$ cat src/alu_flags_pkg.sv
// constants, op codes and field layout shared by the flag register logic
package alu_flags_pkg;

   // register port geometry
   localparam int REG_ADDR_W = 4;
   localparam int REG_DATA_W = 8;
   localparam logic [REG_ADDR_W-1:0] ALU_FLAGS_OFS = 4'h0;

   // bit positions inside alu_flags
   localparam int CARRY_BIT = 0;
   localparam int NIBBLE_CARRY_BIT = 1;
   localparam int ZERO_BIT = 2;
   localparam int SIGNED_OVERFLOW_BIT = 3;
   localparam int NEGATIVE_BIT = 4;
   localparam int FLAG_W = 5;

   // values after reset
   localparam logic [FLAG_W-1:0] ALU_FLAGS_RST = 5'h00;
   localparam logic [7:0] RESULT_RST = 8'h00;
   localparam logic [2:0] UNIMPL_BITS = 3'h0;

   // flag groups touched by each class of instruction
   localparam logic [FLAG_W-1:0] MASK_ALL = 5'h1F;
   localparam logic [FLAG_W-1:0] MASK_LOGIC = 5'h14;
   localparam logic [FLAG_W-1:0] MASK_ZERO = 5'h04;
   localparam logic [FLAG_W-1:0] MASK_NONE = 5'h00;

   // instructions presented by the execution unit
   typedef enum logic [3:0] {
      OP_ADD = 4'h0,            // f + w
      OP_ADDC = 4'h1,           // f + w + carry
      OP_SUB = 4'h2,            // f - w, carry is not-borrow
      OP_SUBB = 4'h3,           // f - w - !carry
      OP_AND = 4'h4,
      OP_OR = 4'h5,
      OP_XOR = 4'h6,
      OP_INC = 4'h7,
      OP_DEC = 4'h8,
      OP_NEG = 4'h9,            // 0 - f
      OP_CLEAR_FILE = 4'hA,     // clear_file_instruction
      OP_NIBBLE_SWAP = 4'hB,    // nibble_swap_instruction
      OP_BIT_CLEAR = 4'hC,      // bit_clear_instruction
      OP_BIT_SET = 4'hD,        // bit_set_instruction
      OP_FILE_TO_FILE = 4'hE,   // file_to_file_move
      OP_WORKING_TO_FILE = 4'hF // working_to_file_move
   } alu_op_t;

endpackage : alu_flags_pkg

$ cat src/alu_status_flag_register.sv
// alu status flag register with flag generation and a plain register port
//
// Notes on behaviour
// - flag register usable as any instruction operand
// - flag-affecting op to flags drops its result
// - clear-file on flags sets zero only
// - bit, swap and move ops keep flags unless the flags are their destination, then the result is written to them
// - subtraction carry and nibble carry mean not-borrow
// - bits 4..0 hold flags, 7..5 read zero
// - negative flag follows result bit seven
// - overflow flag marks signed sign change
// - zero flag marks all-zero result
`timescale 1ns/10ps

module alu_status_flag_register
   import alu_flags_pkg::*;
(
   input wire logic i_core_clk,                       // core clock, 50 MHz
   input wire logic i_nrst,                           // async reset, active low
   input wire logic i_exec_valid,                     // instruction executes this cycle
   input wire alu_op_t i_exec_op,                     // instruction kind
   input wire logic [7:0] i_operand_w,                // working register value
   input wire logic [7:0] i_operand_f,                // file operand value
   input wire logic i_src_is_flags,                   // file operand is the flag register
   input wire logic i_dest_is_flags,                  // destination is the flag register
   input wire logic [2:0] i_bit_sel,                  // bit number for bit set or clear
   input wire logic [REG_ADDR_W-1:0] i_reg_addr,      // register port address
   input wire logic [REG_DATA_W-1:0] i_reg_wdata,     // register port write data
   input wire logic i_reg_wr,                         // register port write strobe
   input wire logic i_reg_rd,                         // register port read strobe
   output logic [REG_DATA_W-1:0] o_reg_rdata,         // read data, cycle after strobe
   output logic [7:0] o_result,                       // registered instruction result
   output logic o_result_we,                          // result goes to its file target
   output logic [FLAG_W-1:0] o_flags                  // current flag values
);

   typedef struct packed {
      logic [FLAG_W-1:0] flags;
      logic [7:0] result;
      logic result_we;
      logic [REG_DATA_W-1:0] rdata;
   } state_t;

   state_t s_q;
   state_t s_d;

   // which flags an instruction is allowed to change
   function automatic logic [FLAG_W-1:0] flag_mask(input alu_op_t op);
      logic [FLAG_W-1:0] m;
      m = MASK_NONE;
      case (op)
         OP_ADD, OP_ADDC, OP_SUB, OP_SUBB, OP_INC, OP_DEC, OP_NEG: m = MASK_ALL;
         OP_AND, OP_OR, OP_XOR: m = MASK_LOGIC;
         OP_CLEAR_FILE: m = MASK_ZERO;
         default: m = MASK_NONE; // swap, bit and move ops leave flags alone
      endcase
      return m;
   endfunction : flag_mask

   // eight bit adder returning {carry, nibble carry, overflow, sum}
   function automatic logic [10:0] add8(input logic [7:0] a, input logic [7:0] b,
                                        input logic cin);
      logic [8:0] full;
      logic [4:0] low;
      logic ov;
      full = {1'b0, a} + {1'b0, b} + {8'h00, cin};
      low = {1'b0, a[3:0]} + {1'b0, b[3:0]} + {4'h0, cin};
      ov = (a[7] == b[7]) && (full[7] != a[7]);
      return {full[8], low[4], ov, full[7:0]};
   endfunction : add8

   // flag register as presented on any read, upper bits fixed at zero
   logic [7:0] flags_byte;
   assign flags_byte = {UNIMPL_BITS, s_q.flags};

   // file operand is replaced by the flag register when it is the source
   logic [7:0] opnd_f;
   assign opnd_f = i_src_is_flags ? flags_byte : i_operand_f;

   logic carry_q;
   assign carry_q = s_q.flags[CARRY_BIT];

   // result and raw flags of the current instruction
   logic [7:0] res;
   logic [10:0] sum;
   logic arith;
   logic [FLAG_W-1:0] new_flags;
   logic [FLAG_W-1:0] mask;

   always_comb begin
      sum = 11'h000;
      res = RESULT_RST;
      arith = 1'b0;
      case (i_exec_op)
         OP_ADD: begin
            sum = add8(opnd_f, i_operand_w, 1'b0);
            arith = 1'b1;
         end
         OP_ADDC: begin
            sum = add8(opnd_f, i_operand_w, carry_q);
            arith = 1'b1;
         end
         // subtraction adds the complement, so a set carry means no borrow
         OP_SUB: begin
            sum = add8(opnd_f, ~i_operand_w, 1'b1);
            arith = 1'b1;
         end
         OP_SUBB: begin
            sum = add8(opnd_f, ~i_operand_w, carry_q);
            arith = 1'b1;
         end
         OP_INC: begin
            sum = add8(opnd_f, 8'h00, 1'b1);
            arith = 1'b1;
         end
         OP_DEC: begin
            sum = add8(opnd_f, 8'hFF, 1'b0);
            arith = 1'b1;
         end
         OP_NEG: begin
            sum = add8(8'h00, ~opnd_f, 1'b1);
            arith = 1'b1;
         end
         OP_AND: res = opnd_f & i_operand_w;
         OP_OR: res = opnd_f | i_operand_w;
         OP_XOR: res = opnd_f ^ i_operand_w;
         OP_CLEAR_FILE: res = 8'h00;
         OP_NIBBLE_SWAP: res = {opnd_f[3:0], opnd_f[7:4]};
         OP_BIT_CLEAR: res = opnd_f & ~(8'h01 << i_bit_sel);
         OP_BIT_SET: res = opnd_f | (8'h01 << i_bit_sel);
         OP_FILE_TO_FILE: res = opnd_f;
         OP_WORKING_TO_FILE: res = i_operand_w;
         default: res = RESULT_RST;
      endcase
      if (arith) begin
         res = sum[7:0];
      end
      mask = flag_mask(i_exec_op);
      new_flags[NEGATIVE_BIT] = res[7];
      new_flags[SIGNED_OVERFLOW_BIT] = arith & sum[8];
      new_flags[ZERO_BIT] = (res == 8'h00);
      new_flags[NIBBLE_CARRY_BIT] = arith & sum[9];
      new_flags[CARRY_BIT] = arith & sum[10];
   end

   // next state: the executing instruction owns the flags over a port write
   always_comb begin
      s_d = s_q;
      s_d.result_we = 1'b0;
      s_d.rdata = 8'h00;
      if (i_reg_rd && (i_reg_addr == ALU_FLAGS_OFS)) begin
         s_d.rdata = flags_byte;
      end
      if (i_reg_wr && (i_reg_addr == ALU_FLAGS_OFS)) begin
         s_d.flags = i_reg_wdata[FLAG_W-1:0];
      end
      // a port write beside an executing instruction is lost; software must not mix them
      if (i_exec_valid) begin
         s_d.result = res;
         if (i_dest_is_flags && (mask != MASK_NONE)) begin
            // result dropped, flags updated by the operation instead
            s_d.flags = (s_q.flags & ~mask) | (new_flags & mask);
         end else if (i_dest_is_flags) begin
            s_d.flags = res[FLAG_W-1:0];
         end else begin
            s_d.result_we = 1'b1;
            s_d.flags = (s_q.flags & ~mask) | (new_flags & mask);
         end
      end
   end

   // flags power up cleared so simulation never sees an unknown flag
   always_ff @(posedge i_core_clk or negedge i_nrst) begin
      if (!i_nrst) begin
         s_q <= '{flags: ALU_FLAGS_RST, result: RESULT_RST, result_we: 1'b0, rdata: 8'h00};
      end else begin
         s_q <= s_d;
      end
   end

   assign o_reg_rdata = s_q.rdata;
   assign o_result = s_q.result;
   assign o_result_we = s_q.result_we;
   assign o_flags = s_q.flags;

   // instructions whose result goes to a file other than the flags
   logic plain_exec;
   assign plain_exec = i_exec_valid && !i_dest_is_flags;
endmodule : alu_status_flag_register

$ cat config.mk
export PLATFORM = sky130hd
export DESIGN_NAME = alu_status_flag_register
export DESIGN_NICKNAME = d
export VERILOG_FILES = /design/src/alu_flags_pkg.sv /design/src/alu_status_flag_register.sv
export SDC_FILE = /design/constraint.sdc
export NUM_CORES = 1
export LEC_CHECK = 0
export BUFFER_PORTS_ARGS = -buffer_cell sky130_fd_sc_hd__buf_4
export CORE_ASPECT_RATIO = 1.4
export CORE_MARGIN = 1
export CORE_UTILIZATION = 35
export CTS_CLUSTER_DIAMETER = 50
export CTS_CLUSTER_SIZE = 40
export DETAILED_ROUTE_END_ITERATION = 10
export GPL_ROUTABILITY_DRIVEN = 0
export PLACE_DENSITY_LB_ADDON = 0.08
export SETUP_SLACK_MARGIN = 0.2
export SYNTH_ARGS = -nofsm -noshare
export SYNTH_HDL_FRONTEND = slang
export SYNTH_SLANG_ARGS = --single-unit
$ cat constraint.sdc
create_clock -name i_core_clk -period 4.9 [get_ports i_core_clk]
set_clock_uncertainty 0.1 [all_clocks]
set_input_delay 0.245 -clock i_core_clk [delete_from_list [all_inputs] [get_ports i_core_clk]]
set_output_delay 0.245 -clock i_core_clk [all_outputs]
set_load 0.05 [all_outputs]
==> out/qor.csv, run 1 <==
stage,metric,value,unit
status,status,completed,
setup_path,Critical Path Fanout Max,10,
setup_path,Startpoint Class,flop,
sta,Slew Limit Fails,0,
sta,Hold WS,88.6,ps
setup_path,CP required,4980,ps
die,Die Width,94.4,um
setup_path,WP data arrival,4200,ps
cells_and_area,area grow syn2layout,12.5,%
clocking,CTS resizes,0,
drt,DRT iter0 DRCs,427,
grt,gr usage total,26.2,%
yosys,#FFs+latches synth,19,
power,P_leak,1.93,nW
power,power consumption,1.26,mW
clocking,CTS tree,built,
yosys,ys flop type,dfrtp_1,
yosys,post-synthesis area per instance,7.61,um^2
die,initial core utilization,36.4,%
grt,Overflow after GRT,0,
sta,Final Setup Violations,0,
sta,clock period minus worst slack,4110,ps
sta,Tcrit/Tclk final,83.9,%
yosys,top post-synthesis cells by area,"dfrtp_1 (11%), ha_1 (8.1%), xnor2_1 (5.4%), nor2_1 (4.6%), a21oi_1 (3.5%)",
drt,antenna-violating nets left,0,
drt,Routed wire per std cell,22.9,um
clocking,# clock sinks,19,
cells_and_area,# fillers,1236,
power,Pwr Density,268,nW/um^2
setup_path,Crit. End Element,flop,
place,port bufs,57,
power,Max VDD drop,0.106,mV
min_path,hold crit path type,input pin to flop,
yosys,Mapped Area,4190,um^2
sta,RSZ-0062 raised after global routing,no,
clocking,clk_lat worst skew,250,ps
clocking,CTS buffer count,3,
power,switching power,0.653,mW
cells_and_area,layout cells sized above 1,16.5,%
clocking,Clock transition at path regs,50,ps
cells_and_area,cell area after layout,4710,um^2
drt,DRC viols,0,
drt,drt first pass iters,5,
sta,slew at the pin closest to its max-slew limit,928,ps
die,core area,11500,um^2
drt,via count,4649,
place,Post-Place Cell Area,4620,um^2
grt,antenna violations before repair,0,
cells_and_area,Layout Nets,653,
power,clock share of power,13.4,%
sta,Setup TNS,0,ps
yosys,Synth Instances,550,
power,Seq pwr share,16.2,%
grt,largest net degree at the start of global routing,46,
power,Internal,0.611,mW
die,row count,46,
sta,final hold vios,0,
yosys,post-synth top area cell,dfrtp_1,
yosys,post-synth top area share,11.4,%
clocking,Max clock buf depth,2,
clocking,Root Driver,clkbuf_16,
clocking,"Setup Fix Bufs, Post-CTS",0,
power,switch share,51.6,%
clocking,H-tree levels,1,
die,Die Ht,131,um
yosys,sequential area share after synthesis,11.4,%
die,io pins,64,
drt,routed wire length,16600,um
sta,Slew Limit Headroom,37.6,%
yosys,Post-synth EDFFs,0,
die,Die ar.,12400,um^2
clocking,hold buffers post-CTS,1,
drt,via/cell ratio,6.41,
job,Max Cap Viol,0,
yosys,YS warnings,0,
place,dpl cells,720,
yosys,"Async S/R FF share, synth",100,%
sta,FMAX,243,MHz
power,Comb power frac,70.4,%
grt,vias in the first global route,4296,
place,DP HPWL,13200,um
yosys,Yosys cell types,94,
cells_and_area,Antenna diodes,0,
cells_and_area,Non-Filler Instances,725,
setup_path,CP Class,flop to flop,
grt,global-route wire length before repair,24600,um
## synthesized netlist by cell type (all sizes together) (9+ instances only)
master  instances
a21oi          31
a31oi          13
and3            9
buf            24
clkbuf         15
dfrtp          19
ha             27
inv            27
nand2          30
nand2b         14
nand3          19
nor2           51
nor3           23
nor4           14
o211ai         10
o21ai          29
o22ai          11
xnor2          27
## final cells by class
| cell class | instances | area, um^2 | share of cell area, % |
|---|---|---|---|
| Clock buffer | 4 | 78.8 | 1.67 |
| Timing Repair Buffer | 64 | 483 | 10.2 |
| Multi-Input combinational cell | 466 | 3390 | 71.9 |
| Sequential cell | 19 | 475 | 10.1 |
| Tap cell | 144 | 180 | 3.82 |
| Inverter | 28 | 105 | 2.23 |
## critical path, stage by stage (launching register included)
cell and delay (ps):
dfrtp_1 550, mux2i_1 140, buf_4 190, inv_1 220, ha_1 330, nor2b_1 390, o21ai_2 160, xor2_1 250
or4b_1 570, a32o_1 230, a2111oi_0 530, a2111oi_0 190, o21ai_1 170
## per-layer routing
layer | vias up | GRT usage [%] | routed length [um]
li1 | 2163 | - | -
met3 | 56 | 2.14 | 905
met4 | 0 | 18.9 | 1270
met5 | - | 0 | 0
met1 | 2186 | 30.4 | 6310
met2 | 244 | 44.1 | 8100
## flip-flops by register name, summed over array words and instances (netlist names)
signal / count
o_flags: 5
o_reg_rdata: 5
o_result: 8
o_result_we: 1
## through the flow
stage / setup slack (ps) / utilization [%]
floorplan: 1080 / -
global placement: 882 / 40.2
detailed placement: 837 / 40.2
CTS: 945 / 40.9
global route: 713 / 40.9
finish: 787 / 40.9
## logic make-up (layout without fill, tap and decap cells)
group / Yosys count / after routing / synth area share, %
AO/OA/AOI/OAI: 178 / 178 / 31.6
other: 1 / 3 / 0.0895
buffers and inverters: 67 / 96 / 7.86
flip-flops: 19 / 19 / 11.4
adder cells (fa/ha/maj): 29 / 29 / 9.02
AND/OR/NAND/NOR: 211 / 211 / 28.1
multiplexers: 10 / 10 / 3.47
XOR/XNOR: 35 / 35 / 8.49
## worst paths after layout
check / startpoint / to / slack (ps) / depth (start not counted)
worst max register to register: o_flags[1] / o_flags[1] / 790 / 12
max in group asynchronous: i_nrst / o_reg_rdata[1] / 4190 / 2
worst min-delay path: i_dest_is_flags / o_result_we / 90 / 2
min in group asynchronous: i_nrst / o_result[5] / 300 / 2
worst max-delay path: o_flags[1] / o_flags[1] / 790 / 12
worst min register to register: o_result[7] / o_result[7] / 400 / 1
## cells in the final DEF, fill, tap and decap left out, types with 6 or more instances in the layout
cell      instances
a211o_1           8
nor3_1           23
inv_1            26
nand4_1           8
xnor2_1          26
a21o_1            6
nor4_1           12
nand2_1          30
o21ai_0          23
a31oi_1          12
nand2b_1         12
o22ai_1          11
and3_1            9
ha_1             27
buf_4            63
o211ai_1         10
a21oi_1          29
dfrtp_1          19
nand3_1          18
nor2_1           51
## power by group through the flow
stage | clock network, mW | logic, mW | registers (mW)
detailed placement | 0 | 0.874 | 0.208
global route | 0.180 | 0.944 | 0.207
global placement | 0 | 0.871 | 0.208
floorplan | 0 | 0.547 | 0.282
finish | 0.170 | 0.890 | 0.205
CTS | 0.173 | 0.878 | 0.206
Note: power is estimated with default switching activity, not from simulation.
==> run 2: changes to the inputs <==
==> constraint.sdc (replaced) <==
create_clock -name i_core_clk -period 3.89 [get_ports i_core_clk]
set_clock_uncertainty 0.1 [all_clocks]
set_input_delay 0.1945 -clock i_core_clk [delete_from_list [all_inputs] [get_ports i_core_clk]]
set_output_delay 0.1945 -clock i_core_clk [all_outputs]
set_load 0.05 [all_outputs]
==> run 2 against run 1 <==
Power up 36%. Via count up 3.5%. Critical path depth up 2. Global-route usage up 1.2 points. Clock power up 25%. First-iteration DRC count down 6.3%. Non-clock buffer count up 34. Die area unchanged. Combinational power up 42%. Utilization up 2.9 points. Hold slack worse by 33 ps. Design area up 7.0%. Critical endpoint is now o_flags[2]. Highest routed layer unchanged.
==> out/qor.csv, run 2 (synthesis gave the netlist of run 1 again) <==
stage,metric,value,unit,change
grt,Overflow after GRT,0,,unchanged
sta,FMAX,279,MHz,+15%
grt,global-route wire length before repair,25600,um,+4.1%
job,Max Cap Viol,0,,unchanged
clocking,clk_lat worst skew,250,ps,about the same
setup_path,FF-to-FF End,o_flags[2],,
sta,Slew Limit Fails,0,,unchanged
die,Die ar.,12400,um^2,unchanged
cells_and_area,max FFs per register,8,,unchanged
setup_path,worst-path cell chain,mux2i_4 -> inv_2 -> ha_1 -> inv_1 -> fa_2 -> inv_2 -> ha_2 -> xnor2_1 -> o22ai_1 -> or4_4 -> nor3_4 -> buf_4 -> nand4_1 -> o41ai_2,,
sta,Tcrit/Tclk final,92.0,%,+8.0 points
setup_path,Worst path slowest cell,or4_4,,
min_path,hold crit path type,input pin to flop,,
sta,final hold vios,0,,unchanged
sta,Hold WS,55.8,ps,-32.9 ps
die,Die Ht,131,um,unchanged
setup_path,WP data arrival,3630,ps,-570 ps
die,initial core utilization,36.4,%,unchanged
setup_path,CP Launch Point,o_flags[0],,
clocking,# clock sinks,19,,unchanged
clocking,Root Driver,clkbuf_16,,
clocking,Clock transition at path regs,60,ps,about the same
drt,antenna-violating nets left,0,,unchanged
setup_path,CP Class,flop to flop,,
setup_path,CP dominant cell by count,inv_2,,
drt,DRT iter0 DRCs,400,,-6.3%
cells_and_area,Layout Nets,687,,+5.2%
power,power consumption,1.72,mW,+36%
drt,DRC viols,0,,unchanged
drt,Routed wire per std cell,22.5,um,-1.4%
die,Die Width,94.4,um,unchanged
grt,vias in the first global route,4577,,+6.5%
drt,routed wire length,17100,um,+3.3%
grt,largest net degree at the start of global routing,46,,unchanged
die,io pins,64,,unchanged
setup_path,worst r2r path cells,14,,+2
setup_path,Crit Reg-Reg Startpoint,o_flags[0],,
sta,slew at the pin closest to its max-slew limit,782,ps,-147 ps
clocking,CTS buffer count,3,,unchanged
cells_and_area,# fillers,1230,,-0.49%
sta,RSZ-0062 raised after global routing,no,,
drt,drt first pass iters,5,,unchanged
drt,via/cell ratio,6.34,,-1.1%
cells_and_area,Non-Filler Instances,759,,+4.7%
cells_and_area,layout cells sized above 1,23.1,%,+6.6 points
power,Max VDD drop,0.133,mV,+26%
die,row count,46,,unchanged
place,dpl cells,753,,+4.6%
setup_path,Critical Path Fanout Max,6,,-4
setup_path,"delay-heaviest family, CP",adder cells,,
clocking,Max clock buf depth,2,,unchanged
setup_path,CP required,3940,ps,-1040 ps
place,port bufs,57,,unchanged
setup_path,R2R setup slack,310,ps,-470 ps
setup_path,Crit path buffers/inverters,4,,+2
grt,antenna violations before repair,0,,unchanged
drt,via count,4812,,+3.5%
min_path,Hold Startpoint,i_dest_is_flags,,
power,Pwr Density,341,nW/um^2,+27%
setup_path,CP Capture Point,o_flags[2],,
setup_path,cell depth of the worst setup path,14,,+2
status,status,completed,,
place,DP HPWL,13800,um,+4.6%
setup_path,Crit. End Element,flop,,
die,core area,11500,um^2,unchanged
cells_and_area,area grow syn2layout,20.5,%,
clocking,CTS tree,built,,
grt,gr usage total,27.4,%,+1.2 points
sta,Final Setup Violations,0,,unchanged
power,P_leak,2.11,nW,+9.2%
cells_and_area,Antenna diodes,0,,unchanged
setup_path,Startpoint Class,flop,,
clocking,H-tree levels,1,,unchanged
cells_and_area,"most common cell after layout, fill and taps aside",buf_4,,
cells_and_area,most frequent cells in the layout,"buf_4 (97), nor2_1 (51), nand2_1 (30)",,
sta,clock period minus worst slack,3580,ps,-535 ps
setup_path,CP max stage delay,520,ps,-50 ps
sta,Slew Limit Headroom,47.8,%,+10 points
==> run 2: per-layer routing <==
layer  GRT usage, %  vias up  share of wire, %
met1           31.4     2270                38
met2           45.8      247                49
li1               -     2238                 -
met3           3.01       57               6.1
met4           20.2        0               7.6
met5              0        -                 0
==> run 2: what timing repair did <==
| item | CTS | global route |
|---|---|---|
| endpoints found under the hold margin | 19 | 0 |
| setup endpoints to repair | 1 | 7 |
| gates cloned | 0 | 0 |
| hold buffers | 1 | 0 |
| buffers inserted | 0 | 1 |
| gates resized for setup | 3 | 12 |
| pin swaps | 0 | 2 |
==> run 2: final cells by class <==
type | instances | area, um^2 | share of cell area [%]
clock buffers | 3 | 75.1 | 1.49
clock inverters | 1 | 5.00 | 0.0992
inverters | 28 | 105 | 2.08
multi-input cells | 466 | 3460 | 68.7
flip-flops and latches | 19 | 477 | 9.45
well taps | 144 | 180 | 3.57
repair buffers | 98 | 738 | 14.6
==> run 2: worst min-delay path by stage <==
stage	end	slack, ps	cells past startpoint
after CTS	o_result_we	50	2
after floorplan	o_flags[0]	-200	0
after global routing	o_result_we	50	2
after global placement	o_result[7]	-20	1
final	o_result_we	60	2
after detailed placement	o_result[7]	-10	1
==> run 2: report_power, final <==
| part | switching [mW] | total, mW | internal (mW) |
|---|---|---|---|
| registers | 0.0211 | 0.249 | 0.228 |
| clock network | 0.0743 | 0.212 | 0.138 |
| logic | 0.758 | 1.26 | 0.499 |
| total | 0.853 | 1.72 | 0.865 |
==> run 2: metrics by stage <==
step                      setup slack (ps)  instance area (um^2)  util, %  TNS, ps
after floorplan                        206                  4200        -        0
after global placement                -171                  4880     42.4     -171
after detailed placement              -105                  4880     42.4     -105
after CTS                              243                  4980     43.3        0
after global routing                   189                  5040     43.8        0
final                                  312                  5040     43.8        0
